===== src/design/cbm_pkg.sv =====
// Package for the cell-balance measurement supervisor: register map, fields, encodings
package cbm_pkg;
    localparam int          CBM_CELLS        = 14;
    localparam int          CBM_AW           = 4;
    localparam int          CBM_DW           = 16;
    // Register offsets
    localparam logic [3:0]  CBM_REG_CTRL     = 4'h0;
    localparam logic [3:0]  CBM_REG_DLY      = 4'h1;
    localparam logic [3:0]  CBM_REG_DATA     = 4'h2;
    localparam logic [3:0]  CBM_REG_UVTHR    = 4'h3;
    localparam logic [3:0]  CBM_REG_SCAN     = 4'h4;
    localparam logic [3:0]  CBM_REG_STATUS   = 4'h5;
    localparam logic [3:0]  CBM_REG_UVSTAT   = 4'h6;
    localparam logic [3:0]  CBM_REG_CFG      = 4'h7;
    // CTRL fields
    localparam int          CBM_MODE_LSB     = 0;
    localparam int          CBM_MEAS_LSB     = 3;
    localparam int          CBM_TEMPEN_BIT   = 5;
    localparam int          CBM_IIRINIT_BIT  = 6;
    localparam int          CBM_HOLD_LSB     = 7;
    // CFG fields
    localparam int          CBM_CALEN_BIT    = 0;
    localparam int          CBM_SWSUSP_BIT   = 1;
    localparam int          CBM_FC_LSB       = 2;
    // STATUS fields
    localparam int          CBM_ST_CALALRT   = 0;
    localparam int          CBM_ST_RJCT      = 1;
    localparam int          CBM_ST_ACTIVE    = 2;
    localparam int          CBM_ST_HALT      = 3;
    localparam int          CBM_ST_PEND      = 4;
    // Reset values
    localparam logic [15:0] CBM_CTRL_RST     = 16'h0000;
    localparam logic [15:0] CBM_CFG_RST      = 16'h001C;
    localparam logic [13:0] CBM_UVTHR_RST    = 14'h0000;
    localparam logic [15:0] CBM_SCAN_RST     = 16'h0000;
    // Fixed scan settings while balancing
    localparam logic [2:0]  CBM_OVS_16X      = 3'h4;
    localparam logic        CBM_ORDER_PYR    = 1'h1;
    localparam logic [2:0]  CBM_FC_NONE      = 3'h7;
    localparam logic [2:0]  CBM_FC_EIGHTH    = 3'h0;
    localparam logic [4:0]  CBM_SETTLE_CNT   = 5'h10;

    typedef enum logic [2:0]
    {
        CBM_MODE_OFF    = 3'b000,
        CBM_MODE_MANUAL = 3'b001,
        CBM_MODE_DISCH  = 3'b010,
        CBM_MODE_AIS    = 3'b100,
        CBM_MODE_AIM    = 3'b101,
        CBM_MODE_AGS    = 3'b110,
        CBM_MODE_AGM    = 3'b111
    } cbm_mode_e;

    typedef enum logic [2:0]
    {
        CBM_ST_IDLE  = 3'b000,
        CBM_ST_WAIT  = 3'b001,
        CBM_ST_CONV  = 3'b010,
        CBM_ST_XFER  = 3'b011,
        CBM_ST_HALTD = 3'b100
    } cbm_state_e;

    // Calibration interval code to period in cycles
    function automatic logic [5:0] cbm_cal_period(input logic [2:0] code);
        case (code)
            3'h1:    cbm_cal_period = 6'h02;
            3'h2:    cbm_cal_period = 6'h04;
            3'h3:    cbm_cal_period = 6'h08;
            3'h4:    cbm_cal_period = 6'h0C;
            3'h5:    cbm_cal_period = 6'h10;
            3'h6:    cbm_cal_period = 6'h18;
            3'h7:    cbm_cal_period = 6'h20;
            default: cbm_cal_period = 6'h00;
        endcase
    endfunction : cbm_cal_period
endpackage : cbm_pkg


===== src/design/cbm_supervisor.sv =====
// Cell-balance measurement supervisor: scheduling, filtering control, halts and stop logic
//
// Summary of operation
// - Enable upper bit clear: no measurements
// - Enable upper bit set: measure during balancing
// - Code 11 adds UV check, not discharge
// - Enable field used only discharge/automated
// - Force 16x oversample, pyramid ordering
// - Scan writes while balancing rejected, alert
// - Automated measurements go through cell filter
// - No-filter coefficient replaced by one-eighth
// - Init clear keeps accumulators on entry
// - Init set loads first; check from 17th
// - Supervisory measurement after each even/odd pair
// - Calibration source follows apply and interval
// - Interval honoured only when measuring
// - Zero interval disables calibration
// - First cycle calibrates, then one per N
// - Inspect range alert after each conversion when applying calibration
// - Range alert halts balancing, skips cycles
// - Timer and hold continue after halt
// - Transfer strobe copies filter, deferred, reads zero
// - Strobe ignored outside automated or discharge balancing
// - Stop on expiry, UV, thermal, cal, rewrite
// - Manual switch suspend gated on CONV state, which manual mode never reaches
// - UV flags clear on disable or relaunch
//
// Our own choices: the placing of the registers and the strobed register port.
`timescale 1ns/1ps
module cbm_supervisor
    import cbm_pkg::*;
(
    // Clock and reset
    input  wire logic                  ref_clk,
    input  wire logic                  rst_n,
    // Register port
    input  wire logic [CBM_AW-1:0]     reg_addr,
    input  wire logic [CBM_DW-1:0]     reg_wdata,
    input  wire logic                  reg_wr,
    input  wire logic                  reg_rd,
    output logic      [CBM_DW-1:0]     reg_rdata,
    // Balancing sequencer events
    input  wire logic                  pair_done,
    input  wire logic                  timer_expired,
    input  wire logic                  thermal_fault,
    input  wire logic [CBM_CELLS-1:0]  cell_below_uv,
    // Signal chain
    output logic                       conv_start,
    output logic                       conv_is_cal,
    input  wire logic                  conv_done,
    input  wire logic                  calibration_range_alert,
    output logic      [2:0]            oversample_count,
    output logic                       scan_ordering,
    output logic      [2:0]            filter_coefficient,
    output logic                       filter_enable,
    output logic                       filter_load_first,
    output logic                       use_fresh_cal,
    output logic                       use_factory_cal,
    output logic                       scan_transfer,
    output logic                       transfer_from_filter,
    // Balancing control
    output logic                       balance_active,
    output logic                       switch_suspend,
    output logic                       timer_run,
    output logic                       hold_allowed,
    output logic                       uv_check_active,
    output logic                       rejected_write_alert,
    output logic                       balance_calibration_alert
);

    typedef struct packed
    {
        logic [15:0]          ctrl;
        logic [15:0]          cfg;
        logic [2:0]           calibration_interval;
        logic [13:0]          balance_undervolt_threshold;
        logic [15:0]          scan_control_fields;
        cbm_state_e           state;
        logic                 active;
        logic                 halted;
        logic                 expired;
        logic                 xfer_pend;
        logic                 first_cycle;
        logic [5:0]           cal_cnt;
        logic [4:0]           meas_cnt;
        logic                 cur_cal;
        logic [CBM_CELLS-1:0] per_cell_undervolt_status;
        logic                 rjct;
        logic                 calalrt;
        logic                 start_p;
        logic                 cal_p;
        logic                 xfer_p;
        logic                 load_first;
        logic [15:0]          rdata;
    } cbm_state_s;

    cbm_state_s st_r;
    cbm_state_s st_nxt;

    cbm_mode_e  mode;
    logic [1:0] balance_measure_enable;
    logic       auto_mode;
    logic       disch_mode;
    logic       meas_on;
    logic       uv_on;
    logic       cal_on;
    logic       apply_calibration;
    logic       ctrl_wr;
    logic       ctrl_wr_start;
    logic       ctrl_wr_stop;
    logic       all_uv;

    assign mode                   = cbm_mode_e'(st_r.ctrl[CBM_MODE_LSB +: 3]);
    assign balance_measure_enable = st_r.ctrl[CBM_MEAS_LSB +: 2];
    assign apply_calibration      = st_r.cfg[CBM_CALEN_BIT];
    assign auto_mode              = mode[2];
    assign disch_mode             = (mode == CBM_MODE_DISCH);
    assign meas_on                = (auto_mode || disch_mode) && balance_measure_enable[1];
    assign uv_on                  = meas_on && auto_mode && (balance_measure_enable == 2'b11);
    assign cal_on                 = meas_on && (st_r.calibration_interval != 3'h0);
    assign ctrl_wr                = reg_wr && (reg_addr == CBM_REG_CTRL);
    assign ctrl_wr_stop           = ctrl_wr && (reg_wdata[CBM_MODE_LSB +: 3] == 3'h0);
    assign ctrl_wr_start          = ctrl_wr && !ctrl_wr_stop;
    assign all_uv                 = uv_on && (&(st_r.per_cell_undervolt_status | cell_below_uv));

    always_comb
    begin
        st_nxt         = st_r;
        st_nxt.start_p = 1'b0;
        st_nxt.xfer_p  = 1'b0;
        st_nxt.rdata   = 16'h0000;

        // Register writes
        if (reg_wr)
        begin
            case (reg_addr)
                CBM_REG_CTRL:  st_nxt.ctrl = reg_wdata;
                CBM_REG_DLY:   st_nxt.calibration_interval = reg_wdata[2:0];
                CBM_REG_UVTHR: st_nxt.balance_undervolt_threshold = reg_wdata[13:0];
                CBM_REG_CFG:   st_nxt.cfg = reg_wdata;
                CBM_REG_SCAN:
                begin
                    if (st_r.active)
                        st_nxt.rjct = 1'b1;
                    else
                        st_nxt.scan_control_fields = reg_wdata;
                end
                CBM_REG_DATA:
                begin
                    if (reg_wdata[0] && st_r.active && (auto_mode || disch_mode))
                        st_nxt.xfer_pend = 1'b1;
                end
                CBM_REG_STATUS:
                begin
                    // Write one to clear alerts
                    if (reg_wdata[CBM_ST_RJCT])
                        st_nxt.rjct = 1'b0;
                    if (reg_wdata[CBM_ST_CALALRT])
                        st_nxt.calalrt = 1'b0;
                end
                default: ;
            endcase
        end

        // Any write of the mode field ends the current operation
        if (ctrl_wr)
        begin
            st_nxt.per_cell_undervolt_status = '0;
            st_nxt.halted      = 1'b0;
            st_nxt.expired     = 1'b0;
            st_nxt.xfer_pend   = 1'b0;
            st_nxt.state       = CBM_ST_IDLE;
            st_nxt.active      = ctrl_wr_start;
            st_nxt.first_cycle = 1'b1;
            st_nxt.cal_cnt     = 6'h00;
            st_nxt.meas_cnt    = 5'h00;
            st_nxt.load_first  = reg_wdata[CBM_IIRINIT_BIT];
        end
        else if (st_r.active)
        begin
            if (timer_expired)
            begin
                st_nxt.active  = 1'b0;
                st_nxt.expired = 1'b1;
            end
            // Init flag in CTRL, not load_first, which drops after the first sample
            if (uv_on && (st_r.meas_cnt >= CBM_SETTLE_CNT || !st_r.ctrl[CBM_IIRINIT_BIT]))
                st_nxt.per_cell_undervolt_status = st_r.per_cell_undervolt_status | cell_below_uv;
            if (all_uv && (&st_nxt.per_cell_undervolt_status))
                st_nxt.active = 1'b0;
            if ((auto_mode || disch_mode) && st_r.ctrl[CBM_TEMPEN_BIT] && thermal_fault)
                st_nxt.halted = 1'b1;

            case (st_r.state)
                CBM_ST_IDLE:
                begin
                    if (st_r.halted)
                        st_nxt.state = CBM_ST_HALTD;
                    else if (meas_on && (pair_done || st_r.first_cycle))
                    begin
                        st_nxt.cur_cal = cal_on && (st_r.first_cycle
                                         || (st_r.cal_cnt == cbm_cal_period(st_r.calibration_interval) - 6'h01));
                        st_nxt.cal_cnt = (cal_on && !st_r.first_cycle
                                         && st_r.cal_cnt != cbm_cal_period(st_r.calibration_interval) - 6'h01)
                                         ? st_r.cal_cnt + 6'h01 : 6'h00;
                        st_nxt.first_cycle = 1'b0;
                        st_nxt.start_p = 1'b1;
                        st_nxt.state   = CBM_ST_CONV;
                    end
                    else if (st_r.xfer_pend)
                        st_nxt.state = CBM_ST_XFER;
                end
                CBM_ST_CONV:
                begin
                    if (conv_done)
                    begin
                        if (apply_calibration && calibration_range_alert)
                        begin
                            st_nxt.calalrt = 1'b1;
                            st_nxt.halted  = 1'b1;
                            st_nxt.state   = CBM_ST_HALTD;
                        end
                        else
                        begin
                            if (!st_r.cur_cal)
                            begin
                                st_nxt.load_first = 1'b0;
                                if (st_r.meas_cnt != 5'h1F)
                                    st_nxt.meas_cnt = st_r.meas_cnt + 5'h01;
                            end
                            st_nxt.state = st_r.xfer_pend ? CBM_ST_XFER : CBM_ST_IDLE;
                        end
                    end
                end
                CBM_ST_XFER:
                begin
                    st_nxt.xfer_p    = 1'b1;
                    st_nxt.xfer_pend = 1'b0;
                    st_nxt.state     = CBM_ST_IDLE;
                end
                CBM_ST_HALTD:
                begin
                    // Skip all work; timer and hold run on outside
                    st_nxt.xfer_pend = 1'b0;
                end
                default: st_nxt.state = CBM_ST_IDLE;
            endcase
        end
        else
        begin
            st_nxt.state     = CBM_ST_IDLE;
            st_nxt.xfer_pend = 1'b0;
        end

        // Events that arrive with a clear still set the alerts
        if (st_r.active && reg_wr && reg_addr == CBM_REG_SCAN)
            st_nxt.rjct = 1'b1;
        if (st_r.state == CBM_ST_CONV && conv_done && apply_calibration && calibration_range_alert && !ctrl_wr)
            st_nxt.calalrt = 1'b1;

        // Read data, one cycle later
        if (reg_rd)
        begin
            case (reg_addr)
                CBM_REG_CTRL:   st_nxt.rdata = st_r.ctrl;
                CBM_REG_DLY:    st_nxt.rdata = {13'h0000, st_r.calibration_interval};
                CBM_REG_DATA:   st_nxt.rdata = 16'h0000;
                CBM_REG_UVTHR:  st_nxt.rdata = {2'h0, st_r.balance_undervolt_threshold};
                CBM_REG_SCAN:   st_nxt.rdata = st_r.scan_control_fields;
                CBM_REG_STATUS: st_nxt.rdata = {11'h000, st_r.xfer_pend, st_r.halted, st_r.active,
                                                st_r.rjct, st_r.calalrt};
                CBM_REG_UVSTAT: st_nxt.rdata = {2'h0, st_r.per_cell_undervolt_status};
                CBM_REG_CFG:    st_nxt.rdata = st_r.cfg;
                default:        st_nxt.rdata = 16'h0000;
            endcase
        end
    end

    always_ff @(posedge ref_clk)
    begin
        if (!rst_n)
        begin
            st_r                             <= '0;
            st_r.ctrl                        <= CBM_CTRL_RST;
            st_r.cfg                         <= CBM_CFG_RST;
            st_r.balance_undervolt_threshold <= CBM_UVTHR_RST;
            st_r.scan_control_fields         <= CBM_SCAN_RST;
            st_r.state                       <= CBM_ST_IDLE;
        end
        else
        begin
            st_r <= st_nxt;
        end
    end

    assign reg_rdata            = st_r.rdata;
    assign conv_start           = st_r.start_p;
    assign conv_is_cal          = st_r.cur_cal;
    assign oversample_count     = st_r.active ? CBM_OVS_16X : st_r.scan_control_fields[2:0];
    assign scan_ordering        = st_r.active ? CBM_ORDER_PYR : st_r.scan_control_fields[3];
    assign filter_enable        = st_r.active && (auto_mode || disch_mode);
    assign filter_coefficient   = (filter_enable && st_r.cfg[CBM_FC_LSB +: 3] == CBM_FC_NONE)
                                  ? CBM_FC_EIGHTH : st_r.cfg[CBM_FC_LSB +: 3];
    assign filter_load_first    = st_r.load_first && filter_enable;
    assign use_fresh_cal        = apply_calibration && cal_on;
    assign use_factory_cal      = !apply_calibration;
    assign scan_transfer        = st_r.xfer_p;
    assign transfer_from_filter = st_r.xfer_p;
    assign balance_active       = st_r.active && !st_r.halted;
    assign switch_suspend       = (mode == CBM_MODE_MANUAL) && st_r.cfg[CBM_SWSUSP_BIT]
                                  && st_r.state == CBM_ST_CONV;
    assign timer_run            = st_r.active;
    assign hold_allowed         = (st_r.active || st_r.expired) && (auto_mode || disch_mode)
                                  && st_r.ctrl[CBM_HOLD_LSB +: 2] != 2'h0;
    assign uv_check_active      = uv_on && (!st_r.ctrl[CBM_IIRINIT_BIT] || st_r.meas_cnt >= CBM_SETTLE_CNT);
    assign rejected_write_alert      = st_r.rjct;
    assign balance_calibration_alert = st_r.calalrt;

endmodule : cbm_supervisor


===== config.mk =====
export PLATFORM = sky130hd
export DESIGN_NAME = cbm_supervisor
export DESIGN_NICKNAME = d
export VERILOG_FILES = /design/src/design/cbm_pkg.sv /design/src/design/cbm_supervisor.sv
export SDC_FILE = /design/constraint.sdc
export NUM_CORES = 1
export LEC_CHECK = 0
export BUFFER_PORTS_ARGS = -buffer_cell sky130_fd_sc_hd__buf_4
export CAP_MARGIN = 10
export CORE_MARGIN = 5
export CORE_UTILIZATION = 40
export CTS_BUF_LIST = sky130_fd_sc_hd__clkbuf_4 sky130_fd_sc_hd__clkbuf_8
export CTS_CLUSTER_DIAMETER = 30
export CTS_CLUSTER_SIZE = 16
export DETAILED_ROUTE_END_ITERATION = 12
export GPL_TIMING_DRIVEN = 0
export PLACE_DENSITY = 0.69
export SYNTH_ARGS = -nofsm -noshare
export SYNTH_HDL_FRONTEND = slang
export SYNTH_SLANG_ARGS = --single-unit

===== constraint.sdc =====
create_clock -name ref_clk -period 4.9 [get_ports ref_clk]
set_clock_uncertainty 0.15 [all_clocks]
set_input_delay 0.49 -clock ref_clk [delete_from_list [all_inputs] [get_ports ref_clk]]
set_output_delay 0.49 -clock ref_clk [all_outputs]
set_load 0.02 [all_outputs]

==> flow_summary_export.csv <==
group,metric,value,unit
run_status,outcome,"finished, final reports clean",
drt,via_per_inst,5.48,
finish,fin_nets,816,
clocking,numCtsBuffers,17,
timing,worst_hold_slack,0.123,ns
synthesis,syn_area,0.00558,mm²
drt,drt_iter0_drc,454,
finish,post-route-util,0.496,
synthesis,synth_edf_count,0,
finish,postLayoutCellArea,0.00683,mm²
critical_path,path_cells,"nor2b_1, nor2_1, nor3b_1, and2_1, buf_4",
drt,drtPass1Iterations,5,
finish,area_growth,22.4,%
drt,avgRoutedWirePerCell,18.1,µm
hold_path,hp-class,"in2reg",
clocking,holdBufCountCts,0,
pwr,powerDensity,312,mW/mm²
timing,slew_headroom,0.235,
floorplan,die_w,128,µm
clocking,post_cts_buffers,0,
critical_path,worstPathRequired,4.26,ns
finish,drive_above_1_share,0.198,
floorplan,ios,81,
global_routing,antenna_found_initial,0,
synthesis,yosysTopAreaCellShare,0.430,
global_routing,grt_usage,0.212,
timing,fin_ws,1.96,ns
synthesis,yosys.area.top_type,"dfxtp_1",
placement,place_area,0.00639,mm²
placement,gp_congestion,0.971,
synthesis,syn_area_per_cell,8.30,µm²
synthesis,synth_area_leaders,"dfxtp_1 (43%), nand2_1 (10%), a21boi_0 (7.4%), a22oi_1 (4.2%), a21oi_1 (3.2%)",
floorplan,start_util,0.405,
drt,ant_nets,0,
clocking,cts_tree,"built",
synthesis,synth_cells,673,
timing,finalCriticalPeriod,2.94,ns
pwr,irDropWorstVdd,0.193,mV
critical_path,crit_buf_inv,1,
placement,port-buffer-count,77,
floorplan,die_area,0.0164,mm²
drt,vias,5267,
global_routing,grt_max_degree,17,
clocking,clkSinkCount,120,
drt,drc,0,
synthesis,yosysWarnings,0,
critical_path,cp-start-kind,"flip-flop",
clocking,root_buffer,"clkbuf_8",
run,max_cap_viol_count,0,
synthesis,synth.distinct_cells,59,
floorplan,core_area,0.0138,mm²
timing,setup-tns-final,0,ns
timing,hold_viol_final,0,
placement,post-place-ws,1.97,ns
pwr,p_leak,2.45,nW
timing,worst_slew_pin_slew,1.14,ns
global_routing,grt_overflow_total,0,
finish,diodes,0,
synthesis,yosysSeqAreaShare,0.430,
global_routing,grt_pass1_wl,26.8,mm
critical_path,worstSetupPathType,"reg2out",
global_routing,grt_pass1_vias,5006,
drt,drt-total-wl,17.4,mm
critical_path,cp_top_family,"simple AND/OR/NAND/NOR gates",
floorplan,rows,43,
clocking,cts.path.max_buffers,2,
timing,drv_slew,0,
critical_path,crit_slowest_cell,"nor3b_1",
critical_path,cp_max_fo,5,
finish,fillCellCount,1396,
floorplan,die_h,128,µm
critical_path,cp_slowest_stage_delay,0.63,ns
critical_path,arrival,2.30,ns
clocking,clk_latency,0.46,ns
timing,rsz0062_at_grt,"false",
clocking,clkTransAtPathRegs,0.08,ns
timing,clock.fmax,340,MHz
timing,setup_viol,0,
clocking,htree_levels,4,
critical_path,crit_path_end_kind,"output port",
clocking,post_cts_resized,0,
synthesis,synth_seq_cells,120,
synthesis,syn_nets,720,
synthesis,synth-main-ff-cell,"dfxtp_1",
synthesis,async_reset_ff_frac,0,
timing,period_share,0.601,
placement,dpl.hpwl,12.5,mm
area by class of cell:
type	count	area (µm²)	share of cell area
Inverter	8	30.0	0.00439
Timing Repair Buffer	77	578	0.0846
Clock inverter	11	170	0.0249
Clock buffer	20	275	0.0403
Multi-Input combinational cell	482	2810	0.412
Tap cell	180	225	0.0330
Sequential cell	120	2400	0.352
Buffer	63	339	0.0496
flip-flops by register name, summed over array words and instances (netlist names):
register                   count
conv_is_cal                    1
balance_measure_enable         2
timer_run                      1
scan_transfer                  1
apply_calibration              1
rejected_write_alert           1
auto_mode                      1
conv_start                     1
balance_calibration_alert      1
mode                           2
st_r                          92
reg_rdata                     16
logic make-up (layout without fill, tap and decap cells):
group / after synthesis / after routing / share of synthesized area
and+or+nand+nor: 270 / 270 / 0.224
AOI/OAI and AO/OA: 190 / 190 / 0.241
DFF: 120 / 120 / 0.430
buffers and inverters: 71 / 179 / 0.0661
xor gates and xnor gates: 10 / 10 / 0.0157
muxes: 8 / 8 / 0.0146
adders and majority gates: 4 / 4 / 0.00896
cells in the final DEF (no fill, tap or decap), types with 8 or more instances in the layout:
cell type	n
nand2_1	151
dfxtp_1	120
buf_4	99
a21boi_0	55
nor2_1	36
a21oi_1	36
a22oi_1	31
clkbuf_1	30
a31oi_1	22
clkbuf_8	20
nor2b_1	12
nand3_1	11
buf_2	10
o22ai_1	9
inv_1	8
worst min-delay path, stage by stage:
cell     delay [ns]
buf_4          0.09
a21oi_1        0.05
nor2_1         0.07
layer usage:
| metal | routed length (µm) | up-vias | track usage |
|---|---|---|---|
| li1 | - | 2537 | - |
| met1 | 7810 | 2467 | 0.288 |
| met2 | 7820 | 225 | 0.326 |
| met3 | 1360 | 38 | 0.0529 |
| met4 | 390 | 0 | 0.0768 |
| met5 | 0 | - | 0 |
power breakdown:
group	switching, mW	total [mW]	internal [mW]
combinational	0.0773	0.127	0.0495
clock	0.423	1.01	0.592
sequential	0.00550	0.988	0.982
total	0.505	2.13	1.62
synthesized netlist by cell type, drive strengths merged, types with 8 or more instances:
| cell | number |
|---|---|
| clkbuf | 30 |
| a22oi | 31 |
| a31oi | 22 |
| a21oi | 36 |
| buf | 33 |
| and2 | 8 |
| nor2 | 38 |
| a21boi | 60 |
| dfxtp | 120 |
| nand2 | 151 |
| nor2b | 12 |
| o22ai | 9 |
| inv | 8 |
| nand3 | 11 |
path summary, 6_finish.rpt:
| kind | startpoint | endpoint | slack, ns | depth (start not counted) |
|---|---|---|---|---|
| max | mode[1]$_SDFFE_PN0P_ | use_fresh_cal | 1.96 | 5 |
| min | cell_below_uv[4] | st_r[26]$_SDFFE_PP0P_ | 0.12 | 3 |
| max reg2reg | st_r[87]$_SDFFE_PN0P_ | st_r[45]$_SDFFE_PP0P_ | 2.50 | 9 |
| min reg2reg | st_r[70]$_SDFFE_PN0P_ | st_r[70]$_SDFFE_PN0P_ | 0.31 | 2 |
metrics by stage:
step	power (mW)	instances
after global routing	2.20	961
after floorplan	1.07	673
after CTS	2.14	961
after detailed placement	1.13	930
final	2.13	961
after global placement	1.13	930
(Power assumes the default switching activity.)
